**config.mk**
```make
export PLATFORM = sky130hd
export DESIGN_NAME = lsa_top
export DESIGN_NICKNAME = d
export VERILOG_FILES = /design/src/hdl/lsa_pkg.sv /design/src/hdl/lsa_value_mem.sv /design/src/hdl/lsa_sequencer.sv /design/src/hdl/lsa_top.sv
export SDC_FILE = /design/constraint.sdc
export NUM_CORES = 1
export LEC_CHECK = 0
export ABC_AREA = 1
export BUFFER_PORTS_ARGS = -buffer_cell sky130_fd_sc_hd__buf_2
export CORE_UTILIZATION = 62
export CTS_BUF_LIST = sky130_fd_sc_hd__clkbuf_4 sky130_fd_sc_hd__clkbuf_8 sky130_fd_sc_hd__clkbuf_16
export CTS_CLUSTER_DIAMETER = 30
export CTS_CLUSTER_SIZE = 30
export DETAILED_ROUTE_END_ITERATION = 7
export PLACE_DENSITY = 0.8
export RECOVER_POWER = 100
export SKIP_CTS_REPAIR_TIMING = 1
export SLEW_MARGIN = 25
export SYNTH_ARGS = -nofsm -noshare
export SYNTH_HDL_FRONTEND = slang
export SYNTH_HIERARCHICAL = 1
export SYNTH_SLANG_ARGS = --single-unit
export TNS_END_PERCENT = 50
```
**constraint.sdc**
```tcl
create_clock -name i_clk -period 3.1 [get_ports i_clk]
set_clock_uncertainty 0.05 [all_clocks]
set_input_delay 0 -clock i_clk [delete_from_list [all_inputs] [get_ports i_clk]]
set_output_delay 0 -clock i_clk [all_outputs]
set_load 0.005 [all_outputs]
```
**src/hdl/lsa_pkg.sv**
```systemverilog
package lsa_pkg;

	// ****************************************************************
	// Clock and sequencer timing
	// ****************************************************************
	localparam int unsigned CLK_PERIOD_NS  = 10;
	localparam real         VOLT_TIME_MS   = 11.38;
	localparam real         LOCAL_TIME_MS  = 12.0;
	localparam real         REMOTE_TIME_MS = 25.5;
	localparam int unsigned VOLT_CYC   =
		int'(VOLT_TIME_MS * 1.0e6 / real'(CLK_PERIOD_NS));
	localparam int unsigned LOCAL_CYC  =
		int'(LOCAL_TIME_MS * 1.0e6 / real'(CLK_PERIOD_NS));
	localparam int unsigned REMOTE_CYC =
		int'(REMOTE_TIME_MS * 1.0e6 / real'(CLK_PERIOD_NS));
	localparam int unsigned DWELL_W    = 24;

	// ****************************************************************
	// Register map
	// ****************************************************************
	localparam logic [7:0] ADDR_VALUE_BASE = 8'h20;
	localparam logic [7:0] ADDR_CFG_ONE    = 8'h40;
	localparam logic [7:0] ADDR_STATUS_ONE = 8'h41;
	localparam logic [7:0] ADDR_STATUS_TWO = 8'h42;
	localparam logic [7:0] ADDR_LIMIT_BASE = 8'h44;
	localparam logic [7:0] ADDR_TACH_BASE  = 8'h54;
	localparam logic [7:0] ADDR_MASK_ONE   = 8'h74;
	localparam logic [7:0] ADDR_MASK_TWO   = 8'h75;
	localparam logic [7:0] ADDR_CFG_THREE  = 8'h78;

	// ****************************************************************
	// Field positions
	// ****************************************************************
	localparam int CFG1_START_BIT    = 0;
	localparam int CFG3_ALERT_EN_BIT = 0;
	localparam int CFG3_THERMAL_EVENT_PIN_EN_BIT = 1;
	localparam int ST1_SUMMARY_BIT   = 7;
	localparam int ST2_DIODE_TWO     = 7;
	localparam int ST2_DIODE_ONE     = 6;
	localparam int ST2_FAN_FOUR      = 5;
	localparam int ST2_FAN_ONE       = 2;
	localparam int ST2_OVERTEMP      = 1;
	localparam int ST2_TWELVE_VOLT   = 0;

	// ****************************************************************
	// Channels and reset values
	// ****************************************************************
	localparam int NUM_CH       = 8;
	localparam int NUM_VOLT_CH  = 5;
	localparam int LOCAL_CH     = 6;
	localparam int TWELVE_CH    = 4;
	// Nibble per channel: index into {status_two, status_one}
	localparam logic [31:0] CH_STAT_MAP = 32'h6548_3210;
	localparam logic [7:0] VOLT_LO_RST  = 8'h00;
	localparam logic [7:0] VOLT_HI_RST  = 8'hFF;
	localparam logic [7:0] TEMP_LO_RST  = 8'h81;
	localparam logic [7:0] TEMP_HI_RST  = 8'h7F;
	localparam logic [7:0] TACH_LIM_RST = 8'hFF;
	localparam logic [7:0] REG_RST      = 8'h00;
	localparam logic [63:0] VALUE_RST   = 64'h8080_8000_0000_0000;

	typedef enum logic [1:0]
	{
		SEQ_IDLE = 2'b00,
		SEQ_CONV = 2'b01
	} lsa_seq_state_t;

endpackage

```
**src/hdl/lsa_value_mem.sv**
```systemverilog
`timescale 1ns/1ps
module lsa_value_mem
	import lsa_pkg::*;
(
	input  wire logic       i_clk,
	input  wire logic       i_rst,
	input  wire logic       i_ce,
	input  wire logic       i_we,
	input  wire logic [2:0] i_waddr,
	input  wire logic [7:0] i_wdata,
	input  wire logic [2:0] i_raddr,
	output logic      [7:0] o_rdata
);

	logic [7:0] mem_q [NUM_CH];
	logic [7:0] mem_d [NUM_CH];
	logic [7:0] rdata_d;

	// ****************************************************************
	// Storage, one entry per channel
	// ****************************************************************
	for (genvar g = 0; g < NUM_CH; g++)
	begin : g_entry
		// Newest result overwrites, so software always sees the latest
		always_comb
		begin
			mem_d[g] = mem_q[g];
			if (i_we && (i_waddr == 3'(g)))
				mem_d[g] = i_wdata;
		end

		always_ff @(posedge i_clk)
		begin
			if (i_rst)
				mem_q[g] <= VALUE_RST[g*8 +: 8];
			else if (i_ce)
				mem_q[g] <= mem_d[g];
		end
	end

	// Registered read port
	always_comb
	begin
		rdata_d = mem_q[i_raddr];
	end

	always_ff @(posedge i_clk)
	begin
		if (i_rst)
			o_rdata <= REG_RST;
		else if (i_ce)
			o_rdata <= rdata_d;
	end

endmodule

```
**src/hdl/lsa_sequencer.sv**
```systemverilog
`timescale 1ns/1ps
module lsa_sequencer
	import lsa_pkg::*;
#(
	parameter int unsigned P_VOLT_CYC   = VOLT_CYC,
	parameter int unsigned P_LOCAL_CYC  = LOCAL_CYC,
	parameter int unsigned P_REMOTE_CYC = REMOTE_CYC
)
(
	input  wire logic       i_clk,
	input  wire logic       i_rst,
	input  wire logic       i_ce,
	input  wire logic       i_run,
	output logic            o_start,
	output logic      [2:0] o_channel
);

	lsa_seq_state_t       state_q;
	lsa_seq_state_t       state_d;
	logic [DWELL_W-1:0]   cnt_q;
	logic [DWELL_W-1:0]   cnt_d;
	logic [2:0]           ch_d;
	logic                 start_d;
	logic [DWELL_W-1:0]   dwell;

	// Dwell of the next channel: voltage, local or remote slot
	always_comb
	begin
		if (int'(ch_d) < NUM_VOLT_CH)
			dwell = DWELL_W'(P_VOLT_CYC - 1);
		else if (int'(ch_d) == LOCAL_CH)
			dwell = DWELL_W'(P_LOCAL_CYC - 1);
		else
			dwell = DWELL_W'(P_REMOTE_CYC - 1);
	end

	// ****************************************************************
	// Round-robin slot machine
	// ****************************************************************
	// Dropping run stops at once; a slot in flight is abandoned
	always_comb
	begin
		state_d = state_q;
		cnt_d   = cnt_q;
		ch_d    = o_channel;
		start_d = 1'b0;
		case (state_q)
			SEQ_IDLE:
			begin
				ch_d = 3'h0;
				if (i_run)
				begin
					state_d = SEQ_CONV; // RULE_03
					start_d = 1'b1;
				end
			end
			SEQ_CONV:
			begin
				if (!i_run)
					state_d = SEQ_IDLE; // RULE_04
				else if (cnt_q == '0)
				begin
					ch_d    = o_channel + 3'h1; // RULE_06
					start_d = 1'b1; // RULE_04
				end
				else
					cnt_d = cnt_q - DWELL_W'(1);
			end
			default:
				state_d = SEQ_IDLE;
		endcase
		if (start_d)
			cnt_d = dwell; // RULE_06
	end

	always_ff @(posedge i_clk)
	begin
		if (i_rst)
		begin
			state_q   <= SEQ_IDLE;
			cnt_q     <= '0;
			o_channel <= 3'h0;
			o_start   <= 1'b0;
		end
		else if (i_ce)
		begin
			state_q   <= state_d;
			cnt_q     <= cnt_d;
			o_channel <= ch_d;
			o_start   <= start_d;
		end
	end

endmodule

```
**src/hdl/lsa_top.sv**
```systemverilog
// Behaviour
// RULE_01 - High limit flags only when strictly above
// RULE_02 - Low limit flags when at or below
// RULE_03 - Start bit set begins round-robin conversions
// RULE_04 - Cycle repeats until start bit cleared
// RULE_05 - Each result lands in its value register
// RULE_06 - Eight channels, per-kind dwell times
// RULE_07 - Fan periods checked independently of sequencer
// RULE_08 - Out-of-limit result sets channel status bit
// RULE_09 - Status sticky; read clears only gone conditions
// RULE_10 - Status one bit seven summarises status two
// RULE_11 - Status one bits map analog channels
// RULE_12 - Status two diode faults and fans
// RULE_13 - Status two fan four, overtemp, twelve volt
// RULE_14 - Alert low while unmasked status stays set
// RULE_15 - Masks gate alert only, never status
// RULE_16 - Mask one mirrors status one, bit seven
// RULE_17 - Mask two mirrors status two
// RULE_18 - Alert disabled at reset until enabled
// RULE_19 - Host reads, masks, services, polls, unmasks
// RULE_20 - Fan period above 16-bit limit flags
// RULE_21 - Alert when status and not mask nonzero
`timescale 1ns/1ps
module lsa_top
	import lsa_pkg::*;
#(
	parameter int unsigned P_VOLT_CYC   = VOLT_CYC,
	parameter int unsigned P_LOCAL_CYC  = LOCAL_CYC,
	parameter int unsigned P_REMOTE_CYC = REMOTE_CYC
)
(
	input  wire logic        i_clk,
	input  wire logic        i_rst,
	input  wire logic        i_ce,
	input  wire logic [7:0]  i_reg_addr,
	input  wire logic        i_reg_wr,
	input  wire logic        i_reg_rd,
	input  wire logic [7:0]  i_reg_wdata,
	output logic      [7:0]  o_reg_rdata,
	output logic             o_reg_rvalid,
	output logic             o_conv_start,
	output logic      [2:0]  o_conv_channel,
	input  wire logic        i_conv_done,
	input  wire logic [7:0]  i_conv_data,
	input  wire logic        i_tach_done,
	input  wire logic [1:0]  i_tach_index,
	input  wire logic [15:0] i_tach_period,
	input  wire logic [1:0]  i_diode_fault,
	input  wire logic        i_overtemp,
	input  wire logic        i_thermal_event_pin_limit_over,
	input  wire logic        i_vid_mode,
	input  wire logic        i_vid_change,
	output logic             o_alert_n,
	output logic             o_alert_oe
);

	logic [7:0]  cfg_one_q, cfg_one_d, cfg_three_q, cfg_three_d;
	logic [7:0]  mask_one_q, mask_one_d, mask_two_q, mask_two_d;
	logic [7:0]  lim_q [16];
	logic [7:0]  lim_d [16];
	logic [7:0]  tlim_q [8];
	logic [7:0]  tlim_d [8];
	logic [15:0] stat_q, stat_d, cond_q, cond_d, ev, clr;
	logic [7:0]  lo_lim, hi_lim, rd_d, rd_q, rdata_d, mem_rdata;
	logic        hi_viol, lo_viol, oor, is_temp, tach_oor;
	logic [15:0] tach_lim;
	logic [3:0]  st_idx;
	logic        alert_any, alert_n_d;
	logic        rd_pend_q, rd_mem_q, mem_hit;
	logic [7:0]  status_one_view;

	// ****************************************************************
	// Sequencer and value storage
	// ****************************************************************
	lsa_sequencer #(
		.P_VOLT_CYC   (P_VOLT_CYC),
		.P_LOCAL_CYC  (P_LOCAL_CYC),
		.P_REMOTE_CYC (P_REMOTE_CYC)
	) u_seq (
		.i_clk     (i_clk),
		.i_rst     (i_rst),
		.i_ce      (i_ce),
		.i_run     (cfg_one_q[CFG1_START_BIT]), // RULE_03
		.o_start   (o_conv_start),
		.o_channel (o_conv_channel)
	);

	lsa_value_mem u_mem (
		.i_clk   (i_clk),
		.i_rst   (i_rst),
		.i_ce    (i_ce),
		.i_we    (i_conv_done), // RULE_05
		.i_waddr (o_conv_channel),
		.i_wdata (i_conv_data),
		.i_raddr (i_reg_addr[2:0]),
		.o_rdata (mem_rdata)
	);

	// ****************************************************************
	// Limit comparison
	// ****************************************************************
	// Temperatures are twos complement, voltages plain binary
	always_comb
	begin
		lo_lim  = lim_q[{o_conv_channel, 1'b0}];
		hi_lim  = lim_q[{o_conv_channel, 1'b1}];
		is_temp = (int'(o_conv_channel) >= NUM_VOLT_CH);
		if (is_temp)
		begin
			hi_viol = $signed(i_conv_data) > $signed(hi_lim); // RULE_01
			lo_viol = $signed(i_conv_data) <= $signed(lo_lim); // RULE_02
		end
		else
		begin
			hi_viol = i_conv_data > hi_lim; // RULE_01
			lo_viol = i_conv_data <= lo_lim; // RULE_02
		end
		oor      = hi_viol || lo_viol;
		st_idx   = CH_STAT_MAP[o_conv_channel*4 +: 4];
		tach_lim = {tlim_q[{i_tach_index, 1'b1}],
			tlim_q[{i_tach_index, 1'b0}]};
		tach_oor = i_tach_period > tach_lim; // RULE_20
	end

	// ****************************************************************
	// Conditions and sticky status
	// ****************************************************************
	// Tach path has its own strobe, free of the analog slots
	always_comb
	begin
		cond_d = cond_q;
		if (i_conv_done)
			cond_d[st_idx] = oor; // RULE_08 RULE_11
		if (i_tach_done)
			cond_d[8 + ST2_FAN_ONE + int'(i_tach_index)] = tach_oor; // RULE_07
		cond_d[8 + ST2_DIODE_TWO] = i_diode_fault[1]; // RULE_12
		cond_d[8 + ST2_DIODE_ONE] = i_diode_fault[0]; // RULE_12
		cond_d[8 + ST2_OVERTEMP]  = i_overtemp; // RULE_13
		if (cfg_three_q[CFG3_THERMAL_EVENT_PIN_EN_BIT])
			cond_d[8 + ST2_FAN_FOUR] = i_thermal_event_pin_limit_over; // RULE_13
		if (i_vid_mode)
			cond_d[8 + ST2_TWELVE_VOLT] = i_vid_change; // RULE_13
		cond_d[ST1_SUMMARY_BIT] = 1'b0;
		ev = '0;
		if (i_conv_done)
			ev[st_idx] = oor && !(i_vid_mode && st_idx == 4'(8));
		if (i_tach_done && !(i_tach_index == 2'h3 &&
			cfg_three_q[CFG3_THERMAL_EVENT_PIN_EN_BIT]))
			ev[8 + ST2_FAN_ONE + int'(i_tach_index)] = tach_oor;
		ev[15:14] = i_diode_fault;
		ev[8 + ST2_OVERTEMP] = i_overtemp;
		if (cfg_three_q[CFG3_THERMAL_EVENT_PIN_EN_BIT])
			ev[8 + ST2_FAN_FOUR] = i_thermal_event_pin_limit_over;
		if (i_vid_mode)
			ev[8 + ST2_TWELVE_VOLT] = i_vid_change;
		clr = '0;
		if (i_reg_rd && i_reg_addr == ADDR_STATUS_ONE)
			clr[7:0] = ~cond_q[7:0]; // RULE_09
		if (i_reg_rd && i_reg_addr == ADDR_STATUS_TWO)
			clr[15:8] = ~cond_q[15:8]; // RULE_09
		// A new event in the clearing cycle wins over the clear
		stat_d = (stat_q & ~clr) | ev; // RULE_08 RULE_09 RULE_15
		stat_d[ST1_SUMMARY_BIT] = 1'b0;
	end

	// Bit seven is computed, never stored
	always_comb
	begin
		status_one_view = stat_q[7:0];
		status_one_view[ST1_SUMMARY_BIT] = |stat_q[15:8]; // RULE_10
	end

	// ****************************************************************
	// Register writes
	// ****************************************************************
	always_comb
	begin
		cfg_one_d   = cfg_one_q;
		cfg_three_d = cfg_three_q;
		mask_one_d  = mask_one_q;
		mask_two_d  = mask_two_q;
		for (int i = 0; i < 16; i++)
			lim_d[i] = lim_q[i];
		for (int i = 0; i < 8; i++)
			tlim_d[i] = tlim_q[i];
		if (i_reg_wr)
		begin
			case (i_reg_addr)
				ADDR_CFG_ONE:   cfg_one_d   = i_reg_wdata; // RULE_03 RULE_04
				ADDR_CFG_THREE: cfg_three_d = i_reg_wdata; // RULE_18
				ADDR_MASK_ONE:  mask_one_d  = i_reg_wdata; // RULE_16
				ADDR_MASK_TWO:  mask_two_d  = i_reg_wdata; // RULE_17
				default:
				begin
					if (i_reg_addr >= ADDR_LIMIT_BASE &&
						i_reg_addr < ADDR_TACH_BASE)
						lim_d[4'(i_reg_addr - ADDR_LIMIT_BASE)] = i_reg_wdata;
					else if (i_reg_addr >= ADDR_TACH_BASE &&
						i_reg_addr < ADDR_TACH_BASE + 8'h08)
						tlim_d[3'(i_reg_addr - ADDR_TACH_BASE)] = i_reg_wdata;
				end
			endcase
		end
	end

	// ****************************************************************
	// Register reads
	// ****************************************************************
	// Two-cycle latency for all addresses, so value reads line up
	always_comb
	begin
		mem_hit = (i_reg_addr[7:3] == ADDR_VALUE_BASE[7:3]);
		rd_d    = REG_RST;
		case (i_reg_addr)
			ADDR_CFG_ONE:    rd_d = cfg_one_q;
			ADDR_STATUS_ONE: rd_d = status_one_view; // RULE_10 RULE_11
			ADDR_STATUS_TWO: rd_d = stat_q[15:8]; // RULE_12 RULE_13
			ADDR_MASK_ONE:   rd_d = mask_one_q;
			ADDR_MASK_TWO:   rd_d = mask_two_q;
			ADDR_CFG_THREE:  rd_d = cfg_three_q;
			default:
			begin
				if (i_reg_addr >= ADDR_LIMIT_BASE &&
					i_reg_addr < ADDR_TACH_BASE)
					rd_d = lim_q[4'(i_reg_addr - ADDR_LIMIT_BASE)];
				else if (i_reg_addr >= ADDR_TACH_BASE &&
					i_reg_addr < ADDR_TACH_BASE + 8'h08)
					rd_d = tlim_q[3'(i_reg_addr - ADDR_TACH_BASE)];
			end
		endcase
		rdata_d = rd_mem_q ? mem_rdata : rd_q;
	end

	// ****************************************************************
	// Alert output
	// ****************************************************************
	// Mask one bit seven silences every status two source
	always_comb
	begin
		alert_any = (|(stat_q[6:0] & ~mask_one_q[6:0])) ||
			((|(stat_q[15:8] & ~mask_two_q)) &&
			!mask_one_q[ST1_SUMMARY_BIT]); // RULE_14 RULE_15 RULE_16 RULE_17 RULE_21
		alert_n_d = !(cfg_three_q[CFG3_ALERT_EN_BIT] && alert_any); // RULE_18
	end

	always_ff @(posedge i_clk)
	begin
		if (i_rst)
		begin
			cfg_one_q    <= REG_RST;
			cfg_three_q  <= REG_RST; // RULE_18
			mask_one_q   <= REG_RST;
			mask_two_q   <= REG_RST;
			for (int i = 0; i < 16; i++)
				lim_q[i] <= (i < 2*NUM_VOLT_CH) ?
					((i % 2 == 1) ? VOLT_HI_RST : VOLT_LO_RST) :
					((i % 2 == 1) ? TEMP_HI_RST : TEMP_LO_RST);
			for (int i = 0; i < 8; i++)
				tlim_q[i] <= TACH_LIM_RST;
			stat_q       <= '0;
			cond_q       <= '0;
			rd_q         <= REG_RST;
			rd_pend_q    <= 1'b0;
			rd_mem_q     <= 1'b0;
			o_reg_rdata  <= REG_RST;
			o_reg_rvalid <= 1'b0;
			o_alert_n    <= 1'b1;
			o_alert_oe   <= 1'b0;
		end
		else if (i_ce)
		begin
			cfg_one_q    <= cfg_one_d;
			cfg_three_q  <= cfg_three_d;
			mask_one_q   <= mask_one_d;
			mask_two_q   <= mask_two_d;
			lim_q        <= lim_d;
			tlim_q       <= tlim_d;
			stat_q       <= stat_d;
			cond_q       <= cond_d;
			rd_q         <= rd_d;
			rd_pend_q    <= i_reg_rd;
			rd_mem_q     <= mem_hit;
			o_reg_rdata  <= rdata_d;
			o_reg_rvalid <= rd_pend_q;
			o_alert_n    <= alert_n_d; // RULE_14
			o_alert_oe   <= !alert_n_d;
		end
	end

	// ****************************************************************
	// Assertions
	// ****************************************************************
	a_high_strict: assert property (@(posedge i_clk) disable iff (i_rst)
		i_conv_done && !is_temp && i_conv_data == hi_lim &&
		i_conv_data > lo_lim |-> !oor) // RULE_01
		else $error("equal to high limit flagged");
	a_low_equal: assert property (@(posedge i_clk) disable iff (i_rst)
		i_conv_done && i_conv_data == lo_lim |-> oor) // RULE_02
		else $error("equal to low limit not flagged");
	a_start_run: assert property (@(posedge i_clk) disable iff (i_rst)
		i_ce && i_reg_wr && i_reg_addr == ADDR_CFG_ONE &&
		i_reg_wdata[0] && !cfg_one_q[0] ##1 i_ce [*2]
		|-> o_conv_start) // RULE_03
		else $error("start bit did not begin conversions");
	a_stop_halts: assert property (@(posedge i_clk) disable iff (i_rst)
		!cfg_one_q[0] && $past(!cfg_one_q[0]) |-> !o_conv_start) // RULE_04
		else $error("conversion started while stopped");
	a_event_sets: assert property (@(posedge i_clk) disable iff (i_rst)
		i_ce && i_conv_done && oor && !i_vid_mode
		|=> stat_q[$past(st_idx)]) // RULE_08 RULE_15
		else $error("out of limit result left status clear");
	a_sticky_hold: assert property (@(posedge i_clk) disable iff (i_rst)
		i_ce && stat_q[4] && !(i_reg_rd && i_reg_addr == ADDR_STATUS_ONE)
		|=> stat_q[4]) // RULE_09
		else $error("sticky status dropped without a read");
	a_read_clears: assert property (@(posedge i_clk) disable iff (i_rst)
		i_ce && i_reg_rd && i_reg_addr == ADDR_STATUS_ONE &&
		!cond_q[0] && !ev[0] |=> !stat_q[0]) // RULE_09
		else $error("read did not clear a gone condition");
	a_summary_read: assert property (@(posedge i_clk) disable iff (i_rst)
		i_ce && i_reg_rd && i_reg_addr == ADDR_STATUS_ONE ##1 i_ce [*2]
		|-> o_reg_rdata[7] == $past(|stat_q[15:8], 2)) // RULE_10
		else $error("summary bit wrong");
	a_alert_off: assert property (@(posedge i_clk) disable iff (i_rst)
		!cfg_three_q[0] && $past(!cfg_three_q[0]) |-> o_alert_n) // RULE_18
		else $error("alert driven while disabled");
	a_alert_on: assert property (@(posedge i_clk) disable iff (i_rst)
		i_ce && cfg_three_q[0] && (|(stat_q[6:0] & ~mask_one_q[6:0]))
		|=> !o_alert_n && o_alert_oe) // RULE_14 RULE_21
		else $error("unmasked status did not raise alert");

	c_alert_seen: cover property (@(posedge i_clk) disable iff (i_rst)
		$fell(o_alert_n));
	c_read_clear: cover property (@(posedge i_clk) disable iff (i_rst)
		$fell(stat_q[0]));
	c_wrap: cover property (@(posedge i_clk) disable iff (i_rst)
		o_conv_start && o_conv_channel == 3'h0 && $past(o_conv_channel) == 3'h7);

endmodule

```
-- Word level (Yosys, flattened, before mapping)
Memory sizes are Yosys's and may differ from the RTL's. A register that Yosys moved wholly into a read port is not among the register bits.
Cells that the tools add are included.
- RAM bits: 64
- register bits: 305
- output and inout bits: 15
- logic and storage cells: 263
- memories kept: 1
- reduce and logical (&&, ||, !) cells: 53
- bitwise gates (word level): 26
- eq/ne operators: 29
- mux-type cells: 84
- $add $sub $neg: 5
- $lt $le $gt $ge: 23
- shift operators: 1
- memories (name ; depth ; bits a word ; rd ports ; clocked after memory_dff ; write ports ; line ; RTL):
    u_mem.mem_q ; 8 ; 8 ; 1 ; 1 ; 8 ; lsa_value_mem.sv:15 ; logic [7:0] mem_q [NUM_CH];
- operators by type and width (operator ; number):
    2-to-1 mux 8 bit ; 35
    bitwise mux 128 bit ; 1
    2-to-1 mux 24 bit ; 5
    binary-select mux 8 bit (select 4 bit) ; 3
    binary-select mux 8 bit (select 3 bit) ; 3
    bitwise mux 64 bit ; 1
    bitwise mux 16 bit ; 3
    equality test 8 x 7 -> 1 bit (second input constant) ; 6
    one-hot mux 8 bit (6 select lines) ; 1
    AND 16 bit ; 2
    demux 8 bit (select 4 bit) ; 1
    2-to-1 mux 16 bit ; 2
    variable part select 32 x 6 -> 4 bit (first input constant) ; 1
    2-to-1 mux 14 bit ; 2
    demux 8 bit (select 3 bit) ; 1
    zero test 24 bit ; 1
    subtractor 24 x 1 -> 24 bit (second input constant) ; 1
    logical AND 1 bit ; 22
    2-to-1 mux 22 bit ; 1
    >= comparator 8 x 7 -> 1 bit (second input constant) ; 2
    greater-than comparator 16 bit ; 1
    greater-than comparator 8 bit ; 2
    <= comparator 8 bit ; 2
    less-than comparator 8 x 7 -> 1 bit (second input constant) ; 2
    54 further kinds ; 120

-- Longest topological paths before layout
- word-level depth: 14
- mapped depth: 22

-- Hierarchy
The synthesis kept the hierarchy.
- modules (own cells, without submodules) (module ; area each (µm²) ; times used ; cells each ; seq. area each (µm²)):
    lsa_top ; 14426.3 ; 1 ; 2049 ; 5505.3
    lsa_value_mem ; 3438.3 ; 1 ; 390 ; 2082.0
    lsa_sequencer ; 1883.1 ; 1 ; 270 ; 580.6

-- Worst setup path after synthesis
No wires, ideal clock.
- path type: flip-flop to flip-flop
- start: reg u_seq.o_channel[0]
- end: reg cond_q[8]
- buffers on the path: 1
- clock period less this slack: 2739 ps
- cell stages (with the launch flop): 19
- setup time: 115 ps
- data required time: 2935 ps
- setup slack: 361 ps
- arrival: 2574 ps
- cells stage by stage: dfxtp_1 > nand2_1 > inv_1 > clkbuf_1 > a22oi_1 > nand3_1 > o21ai_0 > ha_1 > nand3b_1 > nand2_1 > inv_1 > nand3_1 > nand2_1 > nor2_1 > nand2_1 > nand2_1 > nand2_1 > o21ai_0 > inv_1
- word-level cells in the longest chain between the ends: 12
- elaborated cells on any way between the ends: 27
- those cells by class: 7 x order compare; 1 x shift; 15 x mux; 2 x bitwise; 2 x reduce/logical
- ends and longest elaborated chain (element ; line ; RTL):
    from (decl) ; lsa_sequencer.sv:15 ; output logic [2:0] o_channel
    from (signal assigned) ; lsa_sequencer.sv:89 ; o_channel <= ch_d;
    parallel branches: the longest is 7 deep, another holds less-than comparator 4 x 5 -> 1 bit ; -- ;
    bitwise mux 16 bit * ; lsa_top.sv:133 ; cond_d[st_idx] = oor;
    2-to-1 mux 16 bit * ; lsa_top.sv:132 ; if (i_conv_done)
    bitwise mux 16 bit ; lsa_top.sv:135 ; cond_d[8 + ST2_FAN_ONE + int'(i_tach_index)] = tach_oor;
    2-to-1 mux 14 bit * ; lsa_top.sv:134 ; if (i_tach_done)
    2-to-1 mux 1 bit * ; lsa_top.sv:141 ; if (i_vid_mode)
    to (signal assigned) ; lsa_top.sv:279 ; cond_q <= cond_d;
    to (decl) ; lsa_top.sv:63 ; logic [15:0] stat_q, stat_d, cond_q, cond_d, ev, clr;
Mark *: on every way between the ends. The select of a mux whose other input is x is not followed.
A chain may end at the register's enable or synchronous reset.

-- Worst setup path after layout
Same ends and word-level chain as after synthesis.

==> results_dict.tcl <==
set metrics [dict create \
    drive_gt1_frac 0.108 \
    initialDrtViolationCount 2854 \
    powerDensity_nw_per_um2 618 \
    syn_inst 2709 \
    grt_overflow 0 \
    synth_compound_area_frac 0.167 \
    avgViaCountPerCell 6.24 \
    cp_slowest_cell "dfxtp_1" \
    final_area_um2 22900 \
    insertion_delay_ns 0.59 \
    start_util 0.637 \
    hp-class "in2reg" \
    fmax_mhz 333 \
    antenna_found_initial 0 \
    finalHoldViolCount 3 \
    postRouteAntennaNets 0 \
    worstPathArrival_ns 3.43 \
    synth.distinct_cells 55 \
    setup_tns_ns 0 \
    avgSynthCellArea_um2 7.29 \
    clock_path_buffers 3 \
    dpl_worst_slack_ns 0.138 \
    top_usage_layer "met2" \
    path_max_fanout 13 \
    numCtsBuffers 72 \
    critPathMaxStageDelay_ns 0.44 \
    path_common_cell "nand2_1" \
    grt_usage 0.405 \
    wire_per_inst_um 20.8 \
    grtUsageMet3 0.0657 \
    start_kind "flip-flop" \
    grt.met1_usage 0.527 \
    final_nets 2865 \
    synthSimpleGateAreaFrac 0.299 \
    portBuffers 69 \
    synth_xor_area_frac 0.00532 \
    syn_nets 2806 \
    leakagePower_uw 0.0103 \
    ys.flop_type "dfxtp_1" \
    grt_max_degree 91 \
    syn_area_um2 19700 \
    grt_pass1_vias 18672 \
    pin_count 70 \
    synth_top_family_by_area "simple AND/OR/NAND/NOR gates" \
    finalSetupViolations 0 \
    worstMarginPinSlew_ns 1.38 \
    critPathKind "reg2reg" \
    cts_root_buffer "clkbuf_16" \
    core_region_area_um2 31000 \
    path_cells "inv_1, nor2_2, buf_4, nand2_1, o2111ai_1, o21ai_0, ha_1, nand2_1, inv_1, nand2_1, nand2_1, nand2_1, nand3_1, nand2_1, nor2_1, nand2_2, nand2_1, nand2_1, o21ai_0, inv_1" \
    relSlewSlack 0.0742 \
    cts_max_level 3 \
    cts.sinks 376 \
    dpl-instance-area_um2 20300 \
    endpoint_kind "flip-flop" \
    area_growth_pct 16.0 \
    rows 64 \
    synthMuxAreaShare 0 \
    grtUsageMet2 0.657 \
    drc_errors 0 \
    cp.required_ns 3.53 \
    routabilityCongestion 0.988 \
    cap_violations 0 \
    num_vias 20105 \
    dpl.hpwl_um 45300 \
    synth_edf_count 64 \
    fin_hold_ws_ns -0.0163 \
    n_antenna_cell 0 \
    dr.pass1.iters 8 \
    grt_pass1_wl_um 104000 \
    violations "negative hold slack" \
    yosys_warnings 6 \
    status "finished, violations left" \
    ys_ff_latch 376 \
    vdd_drop_max_v 0.000563 \
    async_reset_ff_frac 0 \
    tritoncts "built" \
    fin_ws_ns 0.101 \
    slew_violations 0 \
    die_h_um 180 \
    die_x_um 180 \
    period_needed_ns 3.00 \
    dieArea_um2 32600 \
    timing.final.crit_share 0.968 \
    design_power_total_uw 14200 \
    clkTransAtPathRegs_ns 0.05 \
    yosysSeqAreaShare 0.414 \
    synthAdderAreaFrac 0.0266 \
    finalWirelength_um 67200 \
]
[Yosys cell counts, types with 15 or more instances]
| library cell | n | area, um^2 |
|---|---|---|
| a22oi_1 | 53 | 398 |
| nand3_1 | 340 | 1700 |
| o21ai_0 | 122 | 611 |
| clkbuf_1 | 102 | 383 |
| o2111ai_1 | 15 | 131 |
| nor2_1 | 180 | 676 |
| nand4_1 | 38 | 238 |
| o22ai_1 | 35 | 219 |
| dfxtp_1 | 312 | 6250 |
| inv_1 | 258 | 968 |
| buf_2 | 27 | 135 |
| nand2_2 | 23 | 144 |
| edfxtp_1 | 64 | 1920 |
| o211ai_1 | 70 | 526 |
| nand2_1 | 656 | 2460 |
| ha_1 | 42 | 526 |
| a21oi_1 | 208 | 1040 |
[per-stage QoR]
step,cells,utilization
floorplan,2709,-
detailed placement,3064,0.655
global route,3224,0.739
finish,3224,0.739
CTS,3198,0.736
global placement,3064,0.655
[state kept, by name, indices dropped and copies added, names as in the netlist, 15 cells and up]
register     count
cond_q          15
u_seq/cnt_q     24
lim_q          128
u_mem/mem_q     64
stat_q          15
tlim_q          64
[path summary, 6_finish.rpt]
| kind | start | to | slack, ns | cells after the start |
|---|---|---|---|---|
| max | u_seq/o_channel[0] | cond_q[8] | 0.10 | 20 |
| min | i_tach_index[1] | stat_q[12] | -0.02 | 6 |
| max reg2reg | u_seq/o_channel[0] | cond_q[8] | 0.10 | 20 |
| min reg2reg | cfg_three_q[5] | cfg_three_q[5] | 0.41 | 2 |
[layer usage]
layer / vias up / wire length (um)
met2: 1255 / 30800
li1: 9312 / -
met3: 259 / 6570
met4: 0 / 3170
met1: 9279 / 26600
met5: - / 0
[worst max-delay path, delay by kind of cell, from the launching register on]
family | cells | cell delay (ns)
AOI/OAI and AO/OA | 3 | 0.54
adders and majority gates | 1 | 0.32
buffers and inverters | 4 | 0.48
DFF | 1 | 0.44
and+or+nand+nor | 12 | 1.08
[power breakdown]
part	switching [uW]	internal, uW	total [uW]
clock	2870	5060	7930
sequential	45.5	5050	5100
combinational	805	322	1130
[layout by cell type (no fill, tap or decap), types with 6 or more instances in the layout]
master | Yosys | layout
clkinv_2 | 0 | 9
buf_2 | 27 | 56
inv_4 | 3 | 6
o22ai_1 | 35 | 35
nand4_1 | 38 | 38
a21oi_1 | 208 | 208
edfxtp_1 | 64 | 64
o211ai_1 | 70 | 76
clkbuf_1 | 102 | 16
a221oi_1 | 14 | 14
nand2_1 | 656 | 667
clkbuf_8 | 0 | 6
inv_6 | 0 | 9
ha_1 | 42 | 42
clkinv_4 | 0 | 13
a22oi_1 | 53 | 53
o2111ai_1 | 15 | 15
o21ai_0 | 122 | 125
nand2_4 | 9 | 7
buf_12 | 1 | 6
nor2_2 | 8 | 10
inv_1 | 258 | 258
dlygate4sd3_1 | 0 | 26
buf_4 | 7 | 32
xor2_1 | 7 | 7
nor2_4 | 9 | 9
inv_2 | 7 | 6
nor3_1 | 12 | 14
nor2_1 | 180 | 179
nor4_1 | 6 | 6
clkbuf_16 | 0 | 73
nand2_2 | 23 | 14
nand3_1 | 340 | 342
dfxtp_1 | 312 | 312
or2_2 | 8 | 8
[final cells by class]
cell class              count  area, um^2
clock buffers              84        1950
clock inverters            50         576
fillers                  2406        8090
inverters                 270        1020
multi-input cells        1909        9700
flip-flops and latches    376        8170
well taps                 396         495
repair buffers            139         988
[logic make-up after synthesis]
group,Yosys count
buffers and inverters,424
xor gates and xnor gates,12
adders and majority gates,42
and+or+nand+nor,1310
AOI/OAI and AO/OA,545
DFF,376
(Power assumes the default switching activity.)
